$ cat config.mk
export PLATFORM = sky130hd
export DESIGN_NAME = uiflf_top
export DESIGN_NICKNAME = d
export VERILOG_FILES = /design/src/rtl/uiflf_pkg.sv /design/src/rtl/uiflf_fmt_if.sv /design/src/rtl/uiflf_frame_fmt.sv /design/src/rtl/uiflf_top.sv
export SDC_FILE = /design/constraint.sdc
export NUM_CORES = 1
export LEC_CHECK = 0
export CORE_MARGIN = 1.5
export CORE_UTILIZATION = 25
export DETAILED_ROUTE_END_ITERATION = 6
export DONT_BUFFER_PORTS = 1
export GPL_ROUTABILITY_DRIVEN = 0
export GPL_TIMING_DRIVEN = 0
export PLACE_DENSITY = 0.4
export SETUP_SLACK_MARGIN = 0.5
export SLEW_MARGIN = 30
export SYNTH_ARGS = -nofsm -noshare
export SYNTH_HDL_FRONTEND = slang
export SYNTH_SLANG_ARGS = --single-unit
$ cat constraint.sdc
create_clock -name clk_i -period 3.7 [get_ports clk_i]
set_input_delay 0 -clock clk_i [delete_from_list [all_inputs] [get_ports clk_i]]
set_output_delay 0 -clock clk_i [all_outputs]
set_load 0.02 [all_outputs]
$ cat src/rtl/uiflf_pkg.sv
// Purpose: Shared constants for the UART interrupt, FIFO control and
//          line format register block.
// Assumes: 64-entry FIFOs, so levels fit in seven bits.
// Notes:   Register indices sit on the narrow register port.
package uiflf_pkg;
	localparam int REG_AW = 3;
	localparam int LVL_W = 7;
	localparam logic [REG_AW-1:0] IDENT_FIFO_ADDR = 3'h2;
	localparam logic [REG_AW-1:0] FORMAT_ADDR = 3'h3;
	localparam logic [7:0] FORMAT_RESET = 8'h00;
	localparam logic [1:0] TRIG_SEL_RESET = 2'h0;
	localparam int FC_EN = 0;
	localparam int FC_RX_RST = 1;
	localparam int FC_TX_RST = 2;
	localparam int FC_BLOCK_MODE = 3;
	localparam int FEAT_ENH = 4;
	localparam int IER_TX = 1;
	localparam int IER_XOFF = 5;
	localparam int IER_RTS = 6;
	localparam int IER_CTS = 7;
	localparam logic [5:0] ID_NONE = 6'h01;
	localparam logic [5:0] ID_LINE = 6'h06;
	localparam logic [5:0] ID_RX_DATA = 6'h04;
	localparam logic [5:0] ID_RX_TMO = 6'h0C;
	localparam logic [5:0] ID_TX_EMPTY = 6'h02;
	localparam logic [5:0] ID_MODEM = 6'h00;
	localparam logic [5:0] ID_FLOW_CHAR = 6'h10;
	localparam logic [5:0] ID_FLOW_PIN = 6'h20;
	localparam logic [LVL_W-1:0] RX_TRIG_A [4] = '{7'h01, 7'h04, 7'h08,
		7'h0E};
	localparam logic [LVL_W-1:0] TX_TRIG_A = 7'h01;
	localparam logic [LVL_W-1:0] RX_TRIG_B [4] = '{7'h08, 7'h10, 7'h18,
		7'h1C};
	localparam logic [LVL_W-1:0] TX_TRIG_B [4] = '{7'h10, 7'h08, 7'h18,
		7'h1E};
	localparam logic [LVL_W-1:0] RX_TRIG_C [4] = '{7'h08, 7'h10, 7'h38,
		7'h3C};
	localparam logic [LVL_W-1:0] TX_TRIG_C [4] = '{7'h08, 7'h10, 7'h20,
		7'h38};
	localparam logic [3:0] WLEN_BASE = 4'h5;
	localparam logic [2:0] STOP_HALVES_1 = 3'h2;
	localparam logic [2:0] STOP_HALVES_1P5 = 3'h3;
	localparam logic [2:0] STOP_HALVES_2 = 3'h4;
	localparam logic [1:0] WLEN_5_CODE = 2'h0;
endpackage

$ cat src/rtl/uiflf_fmt_if.sv
// Purpose: Carries line format control and frame format results between
//          the register block and its frame format helper.
// Assumes: One instance per direction.
// Notes:   The ctl side owns the raw format bits and frame boundaries.
`timescale 1ns/1ps
interface uiflf_fmt_if;
	logic [5:0] cfg;
	logic frame_start;
	logic [7:0] data;
	logic rx_bit;
	logic [3:0] wlen;
	logic [2:0] stop_halves;
	logic par_en;
	logic par_bit;
	logic par_err;
	modport ctl (output cfg, frame_start, data, rx_bit,
		input wlen, stop_halves, par_en, par_bit, par_err);
	modport fmt (input cfg, frame_start, data, rx_bit,
		output wlen, stop_halves, par_en, par_bit, par_err);
endinterface

$ cat src/rtl/uiflf_frame_fmt.sv
// Purpose: Holds the frame format used by one shifter and computes its
//          parity bit and parity check.
// Assumes: frame_start pulses once as each character frame begins.
// Notes:   Format changes wait for the next frame boundary.
`timescale 1ns/1ps
module uiflf_frame_fmt (
	input wire logic clk_i,
	input wire logic resetn_i,
	uiflf_fmt_if.fmt f
);
	import uiflf_pkg::*;

	logic [5:0] act;
	logic [5:0] next_act;
	logic [3:0] next_wlen;
	logic [2:0] next_stop;
	logic next_par_bit;
	logic next_par_err;
	logic [7:0] mask;
	logic ones;

	////////////////////////////////////////////////////////////////////////
	always_comb begin
		next_act = f.frame_start ? f.cfg : act;
		next_wlen = WLEN_BASE + {2'h0, next_act[1:0]};
		if (!next_act[2]) begin
			next_stop = STOP_HALVES_1;
		end else if (next_act[1:0] == WLEN_5_CODE) begin
			next_stop = STOP_HALVES_1P5;
		end else begin
			next_stop = STOP_HALVES_2;
		end
		mask = 8'hFF >> (4'h8 - next_wlen);
		ones = ^(f.data & mask);
		if (next_act[5]) begin
			next_par_bit = ~next_act[4];
		end else begin
			next_par_bit = next_act[4] ? ones : ~ones;
		end
		next_par_err = next_act[3] && (f.rx_bit != next_par_bit);
	end

	always_ff @(posedge clk_i or negedge resetn_i) begin
		if (!resetn_i) begin
			act <= FORMAT_RESET[5:0];
			f.wlen <= WLEN_BASE;
			f.stop_halves <= STOP_HALVES_1;
			f.par_en <= 1'b0;
			f.par_bit <= 1'b0;
			f.par_err <= 1'b0;
		end else begin
			act <= next_act;
			f.wlen <= next_wlen;
			f.stop_halves <= next_stop;
			f.par_en <= next_act[3];
			f.par_bit <= next_par_bit;
			f.par_err <= next_par_err;
		end
	end

	////////////////////////////////////////////////////////////////////////
	property p_fmt_hold;
		@(posedge clk_i) disable iff (!resetn_i)
		!f.frame_start ##1 !f.frame_start |-> $stable(f.wlen);
	endproperty
	a_fmt_hold: assert property (p_fmt_hold)
		else $error("Frame format changed inside a frame.");

	property p_stop_len;
		@(posedge clk_i) disable iff (!resetn_i)
		f.frame_start && f.cfg[2] |=> f.stop_halves ==
			((f.wlen == WLEN_BASE) ? STOP_HALVES_1P5 : STOP_HALVES_2);
	endproperty
	a_stop_len: assert property (p_stop_len)
		else $error("Stop length does not match word length.");

	property p_force_par;
		@(posedge clk_i) disable iff (!resetn_i)
		f.frame_start && f.cfg[5] |=> f.par_bit == !$past(f.cfg[4]);
	endproperty
	a_force_par: assert property (p_force_par)
		else $error("Forced parity bit has the wrong value.");
endmodule

$ cat src/rtl/uiflf_top.sv
// Purpose: Interrupt identification, FIFO control and line format
//          registers of one UART channel.
// Assumes: Pending inputs for line status, receive and modem sources are
//          already gated by their own enables.
// Notes:   Reads and writes of the registers take one clock each.
`timescale 1ns/1ps

// Overview of operation
// Identification bit 0 low when any interrupt pending, high otherwise.
// Identification bits 3:1 encode sources of levels one to four.
// Only the highest priority pending source is reported, levels 1 to 7.
// Bit 4 flags a flow character match, only with enhanced features.
// Flow character source clears on read; special also on next char.
// A status bit tells whether Xoff or Xon was seen last.
// Bit 5 flags a rising flow pin, only with enhanced features.
// Bits 7:6 read 11 when FIFOs enabled, 00 when disabled.
// FIFO enable bit must be set in the write or others are ignored.
// Receive FIFO reset bit clears receive pointers then self-clears.
// Transmit FIFO reset bit clears transmit pointers then self-clears.
// Block transfer mode bit is stored but has no effect.
// Transmit interrupt when level falls below trigger or empties.
// Transmit trigger bits are writable only with enhanced features.
// Both directions share one trigger table from feature control.
// Table 00 gives receive 1, 4, 8, 14 and transmit 1.
// Tables 01 and 10 fixed sets; table 11 uses programmed levels.
// Format bits 1:0 choose word length 5 to 8.
// Format bit 2 chooses one, one and a half, or two stop bits.
// Format bit 3 enables parity generation and checking.
// Format bit 4 chooses odd or even parity.
// Format bit 5 forces parity to the inverse of bit 4.
// Reading identification clears a pending transmit interrupt.
// FIFO reset acts within one clock and levels read empty after.
// Format changes apply from the next character frame.
module uiflf_top (
	input wire logic clk_i,
	input wire logic resetn_i,
	input wire logic [uiflf_pkg::REG_AW-1:0] reg_addr_i,
	input wire logic reg_wr_i,
	input wire logic reg_rd_i,
	input wire logic [7:0] reg_wdata_i,
	output logic [7:0] reg_rdata_o,
	input wire logic [7:0] enhanced_feature_reg_i,
	input wire logic [7:0] feature_trigger_control_i,
	input wire logic [7:0] ier_i,
	input wire logic line_int_i,
	input wire logic rx_rdy_int_i,
	input wire logic rx_tmo_int_i,
	input wire logic msr_int_i,
	input wire logic msr_rd_i,
	input wire logic [uiflf_pkg::LVL_W-1:0] tx_count_i,
	input wire logic [uiflf_pkg::LVL_W-1:0] rx_prog_trig_i,
	input wire logic [uiflf_pkg::LVL_W-1:0] tx_prog_trig_i,
	input wire logic xoff_det_i,
	input wire logic xon_det_i,
	input wire logic special_det_i,
	input wire logic rx_char_i,
	input wire logic flow_rise_i,
	input wire logic tx_frame_start_i,
	input wire logic [7:0] tx_data_i,
	input wire logic rx_frame_start_i,
	input wire logic [7:0] rx_data_i,
	input wire logic rx_par_bit_i,
	output logic int_pending_o,
	output logic fifo_en_o,
	output logic rx_fifo_rst_o,
	output logic tx_fifo_rst_o,
	output logic dma_mode_o,
	output logic [uiflf_pkg::LVL_W-1:0] rx_trig_o,
	output logic [uiflf_pkg::LVL_W-1:0] tx_trig_o,
	output logic last_flow_char_status_o,
	output logic [3:0] tx_wlen_o,
	output logic [2:0] tx_stop_halves_o,
	output logic tx_par_en_o,
	output logic tx_par_bit_o,
	output logic [3:0] rx_wlen_o,
	output logic [2:0] rx_stop_halves_o,
	output logic rx_par_en_o,
	output logic rx_par_err_o
);
	import uiflf_pkg::*;

	logic [1:0] rst_sync;
	logic rst_n;
	logic [7:0] line_format, next_line_format;
	logic [1:0] rx_sel, next_rx_sel, tx_sel, next_tx_sel;
	logic next_fifo_en, next_rx_rst, next_tx_rst, next_dma;
	logic tx_flag, next_tx_flag, tx_filled, next_tx_filled;
	logic [LVL_W-1:0] tx_prev, next_rx_trig, next_tx_trig;
	logic xflag, next_xflag, xspecial, next_xspecial;
	logic fflag, next_fflag, next_last_xoff;
	logic [7:0] next_rdata;
	logic [5:0] src_code;
	logic src_tx, src_x, src_f, any_src, ident_rd, fc_wr, fmt_wr, fc_wr_d;
	logic tx_below, tx_was_below, tx_evt;

	uiflf_fmt_if tx_if ();
	uiflf_fmt_if rx_if ();

	////////////////////////////////////////////////////////////////////////
	// The first stage only feeds the second, so release is glitch free.
	always_ff @(posedge clk_i or negedge resetn_i) begin
		if (!resetn_i) begin
			rst_sync <= 2'h0;
		end else begin
			rst_sync <= {rst_sync[0], 1'b1};
		end
	end
	assign rst_n = rst_sync[1];

	////////////////////////////////////////////////////////////////////////
	assign ident_rd = reg_rd_i && (reg_addr_i == IDENT_FIFO_ADDR);
	assign fc_wr = reg_wr_i && (reg_addr_i == IDENT_FIFO_ADDR);
	assign fmt_wr = reg_wr_i && (reg_addr_i == FORMAT_ADDR);
	assign src_tx = tx_flag && ier_i[IER_TX];
	assign src_x = xflag && enhanced_feature_reg_i[FEAT_ENH]
		&& ier_i[IER_XOFF];
	assign src_f = fflag && enhanced_feature_reg_i[FEAT_ENH]
		&& (ier_i[IER_RTS] || ier_i[IER_CTS]);

	always_comb begin
		any_src = 1'b1;
		if (line_int_i) begin
			src_code = ID_LINE;
		end else if (rx_rdy_int_i) begin
			src_code = ID_RX_DATA;
		end else if (rx_tmo_int_i) begin
			src_code = ID_RX_TMO;
		end else if (src_tx) begin
			src_code = ID_TX_EMPTY;
		end else if (msr_int_i) begin
			src_code = ID_MODEM;
		end else if (src_x) begin
			src_code = ID_FLOW_CHAR;
		end else if (src_f) begin
			src_code = ID_FLOW_PIN;
		end else begin
			src_code = ID_NONE;
			any_src = 1'b0;
		end
	end

	////////////////////////////////////////////////////////////////////////
	// Table selection comes only from feature control, so a later receive trigger
	// write, or a transmit one with enhanced features, lands in the shared table.
	always_comb begin
		unique case (feature_trigger_control_i[7:6])
			2'h0: begin
				next_rx_trig = RX_TRIG_A[rx_sel];
				next_tx_trig = TX_TRIG_A;
			end
			2'h1: begin
				next_rx_trig = RX_TRIG_B[rx_sel];
				next_tx_trig = TX_TRIG_B[tx_sel];
			end
			2'h2: begin
				next_rx_trig = RX_TRIG_C[rx_sel];
				next_tx_trig = TX_TRIG_C[tx_sel];
			end
			2'h3: begin
				next_rx_trig = rx_prog_trig_i;
				next_tx_trig = tx_prog_trig_i;
			end
		endcase
	end

	////////////////////////////////////////////////////////////////////////
	assign tx_below = tx_count_i < tx_trig_o;
	assign tx_was_below = tx_prev < tx_trig_o;
	assign tx_evt = fifo_en_o
		? ((tx_below && !tx_was_below && tx_filled)
		|| (tx_count_i == '0 && tx_prev != '0 && !tx_filled))
		: (tx_count_i == '0 && tx_prev != '0);

	always_comb begin
		next_line_format = fmt_wr ? reg_wdata_i : line_format;
		next_fifo_en = fifo_en_o;
		next_rx_rst = 1'b0;
		next_tx_rst = 1'b0;
		next_dma = dma_mode_o;
		next_rx_sel = rx_sel;
		next_tx_sel = tx_sel;
		if (fc_wr) begin
			next_fifo_en = reg_wdata_i[FC_EN];
			if (reg_wdata_i[FC_EN]) begin
				next_rx_rst = reg_wdata_i[FC_RX_RST];
				next_tx_rst = reg_wdata_i[FC_TX_RST];
				next_dma = reg_wdata_i[FC_BLOCK_MODE];
				next_rx_sel = reg_wdata_i[7:6];
				if (enhanced_feature_reg_i[FEAT_ENH]) begin
					next_tx_sel = reg_wdata_i[5:4];
				end
			end
		end
		// Hardware events win over a clearing read in the same cycle.
		next_tx_filled = (tx_evt || tx_fifo_rst_o) ? 1'b0
			: (tx_filled || tx_count_i > tx_trig_o);
		next_tx_flag = tx_evt || (tx_flag
			&& !(ident_rd && src_code == ID_TX_EMPTY));
		next_xflag = xoff_det_i || xon_det_i || special_det_i
			|| (xflag && !(ident_rd && src_code == ID_FLOW_CHAR)
			&& !(xspecial && rx_char_i));
		next_xspecial = special_det_i
			|| (xspecial && !xoff_det_i && !xon_det_i);
		next_fflag = flow_rise_i || (fflag && !msr_rd_i);
		next_last_xoff = xoff_det_i ? 1'b1
			: (xon_det_i ? 1'b0 : last_flow_char_status_o);
		next_rdata = 8'h00;
		if (ident_rd) begin
			next_rdata = {{2{fifo_en_o}}, src_code};
		end else if (reg_rd_i && reg_addr_i == FORMAT_ADDR) begin
			next_rdata = line_format;
		end
	end

	always_ff @(posedge clk_i or negedge rst_n) begin
		if (!rst_n) begin
			line_format <= FORMAT_RESET;
			fifo_en_o <= 1'b0;
			rx_fifo_rst_o <= 1'b0;
			tx_fifo_rst_o <= 1'b0;
			dma_mode_o <= 1'b0;
			rx_sel <= TRIG_SEL_RESET;
			tx_sel <= TRIG_SEL_RESET;
			rx_trig_o <= RX_TRIG_A[0];
			tx_trig_o <= TX_TRIG_A;
			tx_prev <= '0;
			tx_filled <= 1'b0;
			tx_flag <= 1'b0;
			xflag <= 1'b0;
			xspecial <= 1'b0;
			fflag <= 1'b0;
			last_flow_char_status_o <= 1'b0;
			reg_rdata_o <= 8'h00;
			int_pending_o <= 1'b0;
		end else begin
			line_format <= next_line_format;
			fifo_en_o <= next_fifo_en;
			rx_fifo_rst_o <= next_rx_rst;
			tx_fifo_rst_o <= next_tx_rst;
			dma_mode_o <= next_dma;
			rx_sel <= next_rx_sel;
			tx_sel <= next_tx_sel;
			rx_trig_o <= next_rx_trig;
			tx_trig_o <= next_tx_trig;
			tx_prev <= tx_count_i;
			tx_filled <= next_tx_filled;
			tx_flag <= next_tx_flag;
			xflag <= next_xflag;
			xspecial <= next_xspecial;
			fflag <= next_fflag;
			last_flow_char_status_o <= next_last_xoff;
			reg_rdata_o <= next_rdata;
			int_pending_o <= any_src;
		end
	end

	////////////////////////////////////////////////////////////////////////
	assign tx_if.cfg = line_format[5:0];
	assign tx_if.frame_start = tx_frame_start_i;
	assign tx_if.data = tx_data_i;
	assign tx_if.rx_bit = 1'b0;
	assign rx_if.cfg = line_format[5:0];
	assign rx_if.frame_start = rx_frame_start_i;
	assign rx_if.data = rx_data_i;
	assign rx_if.rx_bit = rx_par_bit_i;

	uiflf_frame_fmt u_tx_fmt (.clk_i(clk_i), .resetn_i(rst_n), .f(tx_if));
	uiflf_frame_fmt u_rx_fmt (.clk_i(clk_i), .resetn_i(rst_n), .f(rx_if));

	assign tx_wlen_o = tx_if.wlen;
	assign tx_stop_halves_o = tx_if.stop_halves;
	assign tx_par_en_o = tx_if.par_en;
	assign tx_par_bit_o = tx_if.par_bit;
	assign rx_wlen_o = rx_if.wlen;
	assign rx_stop_halves_o = rx_if.stop_halves;
	assign rx_par_en_o = rx_if.par_en;
	assign rx_par_err_o = rx_if.par_err;

	////////////////////////////////////////////////////////////////////////
	property p_id_idle;
		@(posedge clk_i) disable iff (!rst_n)
		ident_rd && !any_src |=> reg_rdata_o[5:0] == ID_NONE;
	endproperty
	a_id_idle: assert property (p_id_idle)
		else $error("Idle identification read not 01.");

	property p_id_line;
		@(posedge clk_i) disable iff (!rst_n)
		ident_rd && line_int_i |=> reg_rdata_o[5:0] == ID_LINE;
	endproperty
	a_id_line: assert property (p_id_line)
		else $error("Line status did not take top priority.");

	property p_fifo_bits;
		@(posedge clk_i) disable iff (!rst_n)
		ident_rd |=> reg_rdata_o[7:6] == {2{$past(fifo_en_o)}};
	endproperty
	a_fifo_bits: assert property (p_fifo_bits)
		else $error("FIFO status bits disagree with enable.");

	property p_fc_ignore;
		@(posedge clk_i) disable iff (!rst_n)
		fc_wr && !reg_wdata_i[FC_EN] |=> !fifo_en_o && !rx_fifo_rst_o
			&& !tx_fifo_rst_o && $stable(rx_sel);
	endproperty
	a_fc_ignore: assert property (p_fc_ignore)
		else $error("FIFO control acted without enable bit.");

	property p_rx_rst;
		@(posedge clk_i) disable iff (!rst_n)
		fc_wr && reg_wdata_i[FC_EN] && reg_wdata_i[FC_RX_RST]
			|=> rx_fifo_rst_o ##1 (!rx_fifo_rst_o || fc_wr_d);
	endproperty
	always_ff @(posedge clk_i or negedge rst_n) begin
		if (!rst_n) begin
			fc_wr_d <= 1'b0;
		end else begin
			fc_wr_d <= fc_wr;
		end
	end
	a_rx_rst: assert property (p_rx_rst)
		else $error("Receive FIFO reset not a single pulse.");

	property p_tx_sel_lock;
		@(posedge clk_i) disable iff (!rst_n)
		fc_wr && !enhanced_feature_reg_i[FEAT_ENH] |=> $stable(tx_sel);
	endproperty
	a_tx_sel_lock: assert property (p_tx_sel_lock)
		else $error("Transmit trigger changed while locked.");

	property p_table_a;
		@(posedge clk_i) disable iff (!rst_n)
		feature_trigger_control_i[7:6] == 2'h0 |=> tx_trig_o == TX_TRIG_A;
	endproperty
	a_table_a: assert property (p_table_a)
		else $error("Table A transmit trigger not 1.");

	property p_tx_clear;
		@(posedge clk_i) disable iff (!rst_n)
		ident_rd && src_code == ID_TX_EMPTY && !tx_evt |=> !tx_flag;
	endproperty
	a_tx_clear: assert property (p_tx_clear)
		else $error("Transmit interrupt survived identification read.");
endmodule

==> flow_summary.yaml <==
outcome:
  status: "completed"
critical_path:
  crit_fanout: 5
  r2r_slack_ns: 1.48
  required_ns: 3.93
  path_class: "flip-flop to flip-flop"
  worstPathArrival_ns: 2.45
  crit_path_end_kind: "flip-flop"
  startpoint_type: "flip-flop"
  reg2reg_to: "u_rx_fmt.f.par_err$_DFF_PN0_"
  r2r_cells: 9
  worstReg2RegStart: "line_format[1]$_DFFE_PN0P_"
clock_tree:
  cts_tree: "yes"
  clk_latency_ns: 0.34
  cts.sinks: 82
  cts_resized: 0
  cts_buffers: 9
  root_buffer: "clkbuf_16"
  post-cts-setup-buffers: 0
  cts_max_path_buffers: 2
  cts_max_level: 3
  cts_hold_buf: 56
  clk_pin_slew_worst_paths_ns: 0.07
yosys:
  synth_flop_cell: "dfrtp_1"
  postSynthAreaPerCell_sq_um: 11.8
  seq_area_frac_synth_pct: 56.5
  syn_inst: 309
  synth_seq_cells: 82
  yosys.area.top_type: "dfrtp_1"
  ys_types: 42
  syn_area_sq_um: 3650
  async_flop_share_pct: 100
  synth-edff-count: 0
  synthTopCellsByArea: "dfrtp_1, ha_1, mux2_2"
  ys_warn_count: 0
  synth_nets: 420
  synth_top_area_share_pct: 50.8
routing:
  dr.pass1.iters: 4
  drc_errors: 0
  ant_nets: 0
  viasPerCell: 4.36
  via_count: 2457
  dr_wl_met3_microns: 696
  wl_mm: 9.10
  top_layer_used: "met4"
  wl_met1_mm: 4.00
  drt-wirelength-per-cell_microns: 16.2
  dr_wl_met2_mm: 4.23
  drt_iter0_drc: 86
die:
  chipWidth_microns: 124
  fp.dieArea_sq_um: 15300
  fp.coreArea_sq_um: 14000
  io_pins: 135
  start_util_pct: 26.0
  die_height_microns: 124
  placement_rows: 43
job:
  max-cap-violations: 0
final_layout:
  final_util_pct: 34.0
  area_growth_pct: 30.9
  final_common_cell: "dfrtp_1"
  layout_common_cells: "dfrtp_1, dlygate4sd3_1, inv_1"
  drive_gt1_share_pct: 13.4
  final_nets: 488
sta:
  min_period_over_period_pct: 60.0
  slew_viol_final: 0
  fmax_mhz: 451
  tightest_slew_ns: 0.527
  min_period_ns: 2.22
  rsz0062_at_grt: "no"
  finalHoldViolations: 0
  tns_ns: 0
  setup_viol_count_final: 0
  relSlewSlack_pct: 64.9
  clock_skew_ns: 0.00719
pwr:
  power_frac_comb_pct: 15.3
  switchingPower_uw: 784
  cellPowerDensity_nw_per_um2: 546
  clkPwrFrac_pct: 35.5
  p_sw_share_pct: 30.1
  seq_power_share_pct: 49.1
  cell_internal_pwr_uw: 1820
  p_leak_uw: 0.00217
  irDropWorstVdd_mv: 0.244
worst_hold_path:
  hp-class: "primary input to flip-flop"
  holdPathEnd: "fifo_en_o$_DFFE_PN0P_"
  hp-start: "reg_addr_i[1]"
  holdPathStages: 3
placement:
  hpwlAfterDp_mm: 6.51
  io_buffer_count: 0
global_route:
  antenna_found_initial: 1
  grt_pass1_vias: 2573
  grt_overflow: 0
  grt_pass1_wl_mm: 13.9
  grt_usage_pct: 12.5
  grt_max_degree: 46
## per-stage QoR
stage                     total power, uW  worst slack [ns]  std cells  hold WS [ns]  cell area [sq um]
after global routing                 2770              1.28        563        0.0190               4770
after floorplan                      1540              1.26        309        -0.296               3650
after detailed placement             1650              1.46        490        -0.296               3900
final                                2610              1.48        563        0.0117               4770
after global placement               1640            0.0671        489        -0.296               3870
after CTS                            2660              1.43        562       0.00163               4770
## power by group through the flow
stage	combinational, uW	sequential, uW	clock (uW)
after floorplan	277	1260	0
after global placement	328	1310	0
after detailed placement	352	1300	0
after CTS	407	1290	959
after global routing	457	1310	1000
final	400	1280	926
## layout make-up
cell class	instances	area (sq um)
fill	1388	9270
sequential	82	2070
multi-input combinational	190	1440
timing repair buffer	57	588
clock buffer	11	243
tap	180	225
inverter	28	105
clock inverter	5	63.8
buffer	9	42.5
antenna	1	2.50
## kinds of logic after synthesis
family	Yosys count	share of synthesized area [%]
flops	82	56.5
xor+xnor	16	4.25
other cells	1	0.103
compound gates	39	6.79
buf+inv	37	4.05
fa+ha+maj	23	7.82
simple gates	83	12.0
mux	28	8.47
## how the worst max path moves through the flow
| stage | startpoint | end | cells past startpoint |
|---|---|---|---|
| after global placement | rst_sync[1]$_DFF_PN0_ | u_rx_fmt.f.wlen[3]$_DFF_PN0_ | 0 |
| final | line_format[1]$_DFFE_PN0P_ | u_rx_fmt.f.par_err$_DFF_PN0_ | 9 |
| after detailed placement | line_format[0]$_DFFE_PN0P_ | u_rx_fmt.f.par_err$_DFF_PN0_ | 8 |
| after global routing | line_format[0]$_DFFE_PN0P_ | u_rx_fmt.f.par_err$_DFF_PN0_ | 9 |
| after floorplan | rst_sync[1]$_DFF_PN0_ | dma_mode_o$_DFFE_PN0P_ | 0 |
| after CTS | line_format[0]$_DFFE_PN0P_ | u_rx_fmt.f.par_err$_DFF_PN0_ | 9 |
## worst max-delay path, cell delays in order (launching register included)
cell and delay, ns:
dfrtp_1 0.46, mux2_4 0.33, inv_1 0.06, ha_1 0.19, nor2b_1 0.07, xnor2_1 0.22, xnor2_2 0.15, xnor2_1 0.09
or3_1 0.34, and3_1 0.18
## cells in the mapped netlist, types with 2 or more instances
library cell / instances
dfrtp_1: 74
inv_1: 28
nand2_1: 25
ha_1: 22
mux2_2: 19
o21ai_0: 16
xnor2_1: 11
nor2b_1: 10
nand3_1: 9
dfstp_2: 8
mux2i_1: 8
nor2_1: 8
a21o_1: 7
a21oi_1: 6
clkbuf_1: 6
nand2b_1: 6
nor3_1: 5
and3_1: 4
nor4_1: 3
or3_1: 3
xor2_1: 3
a21boi_0: 2
a22o_1: 2
a32o_1: 2
and2_1: 2
nand4_1: 2
or3b_1: 2
xnor2_2: 2
## state kept, by name, indices dropped and copies added (netlist names), 2 cells and up
signal / count
u_rx_fmt.act: 6
u_tx_fmt.f.wlen: 4
u_rx_fmt.f.wlen: 4
rx_trig_o: 7
rx_sel: 2
u_tx_fmt.f.stop_halves: 3
rst_sync: 2
line_format: 8
tx_sel: 2
tx_prev: 7
tx_trig_o: 7
reg_rdata_o: 8
u_rx_fmt.f.stop_halves: 3
u_tx_fmt.act: 6
## routing by layer
metal | GRT usage, % | vias to the layer above
li1 | - | 1174
met1 | 15.1 | 1187
met3 | 4.12 | 12
met5 | 0 | -
met2 | 20.1 | 84
met4 | 5.60 | 0
Note: power is estimated with default switching activity, not from simulation.
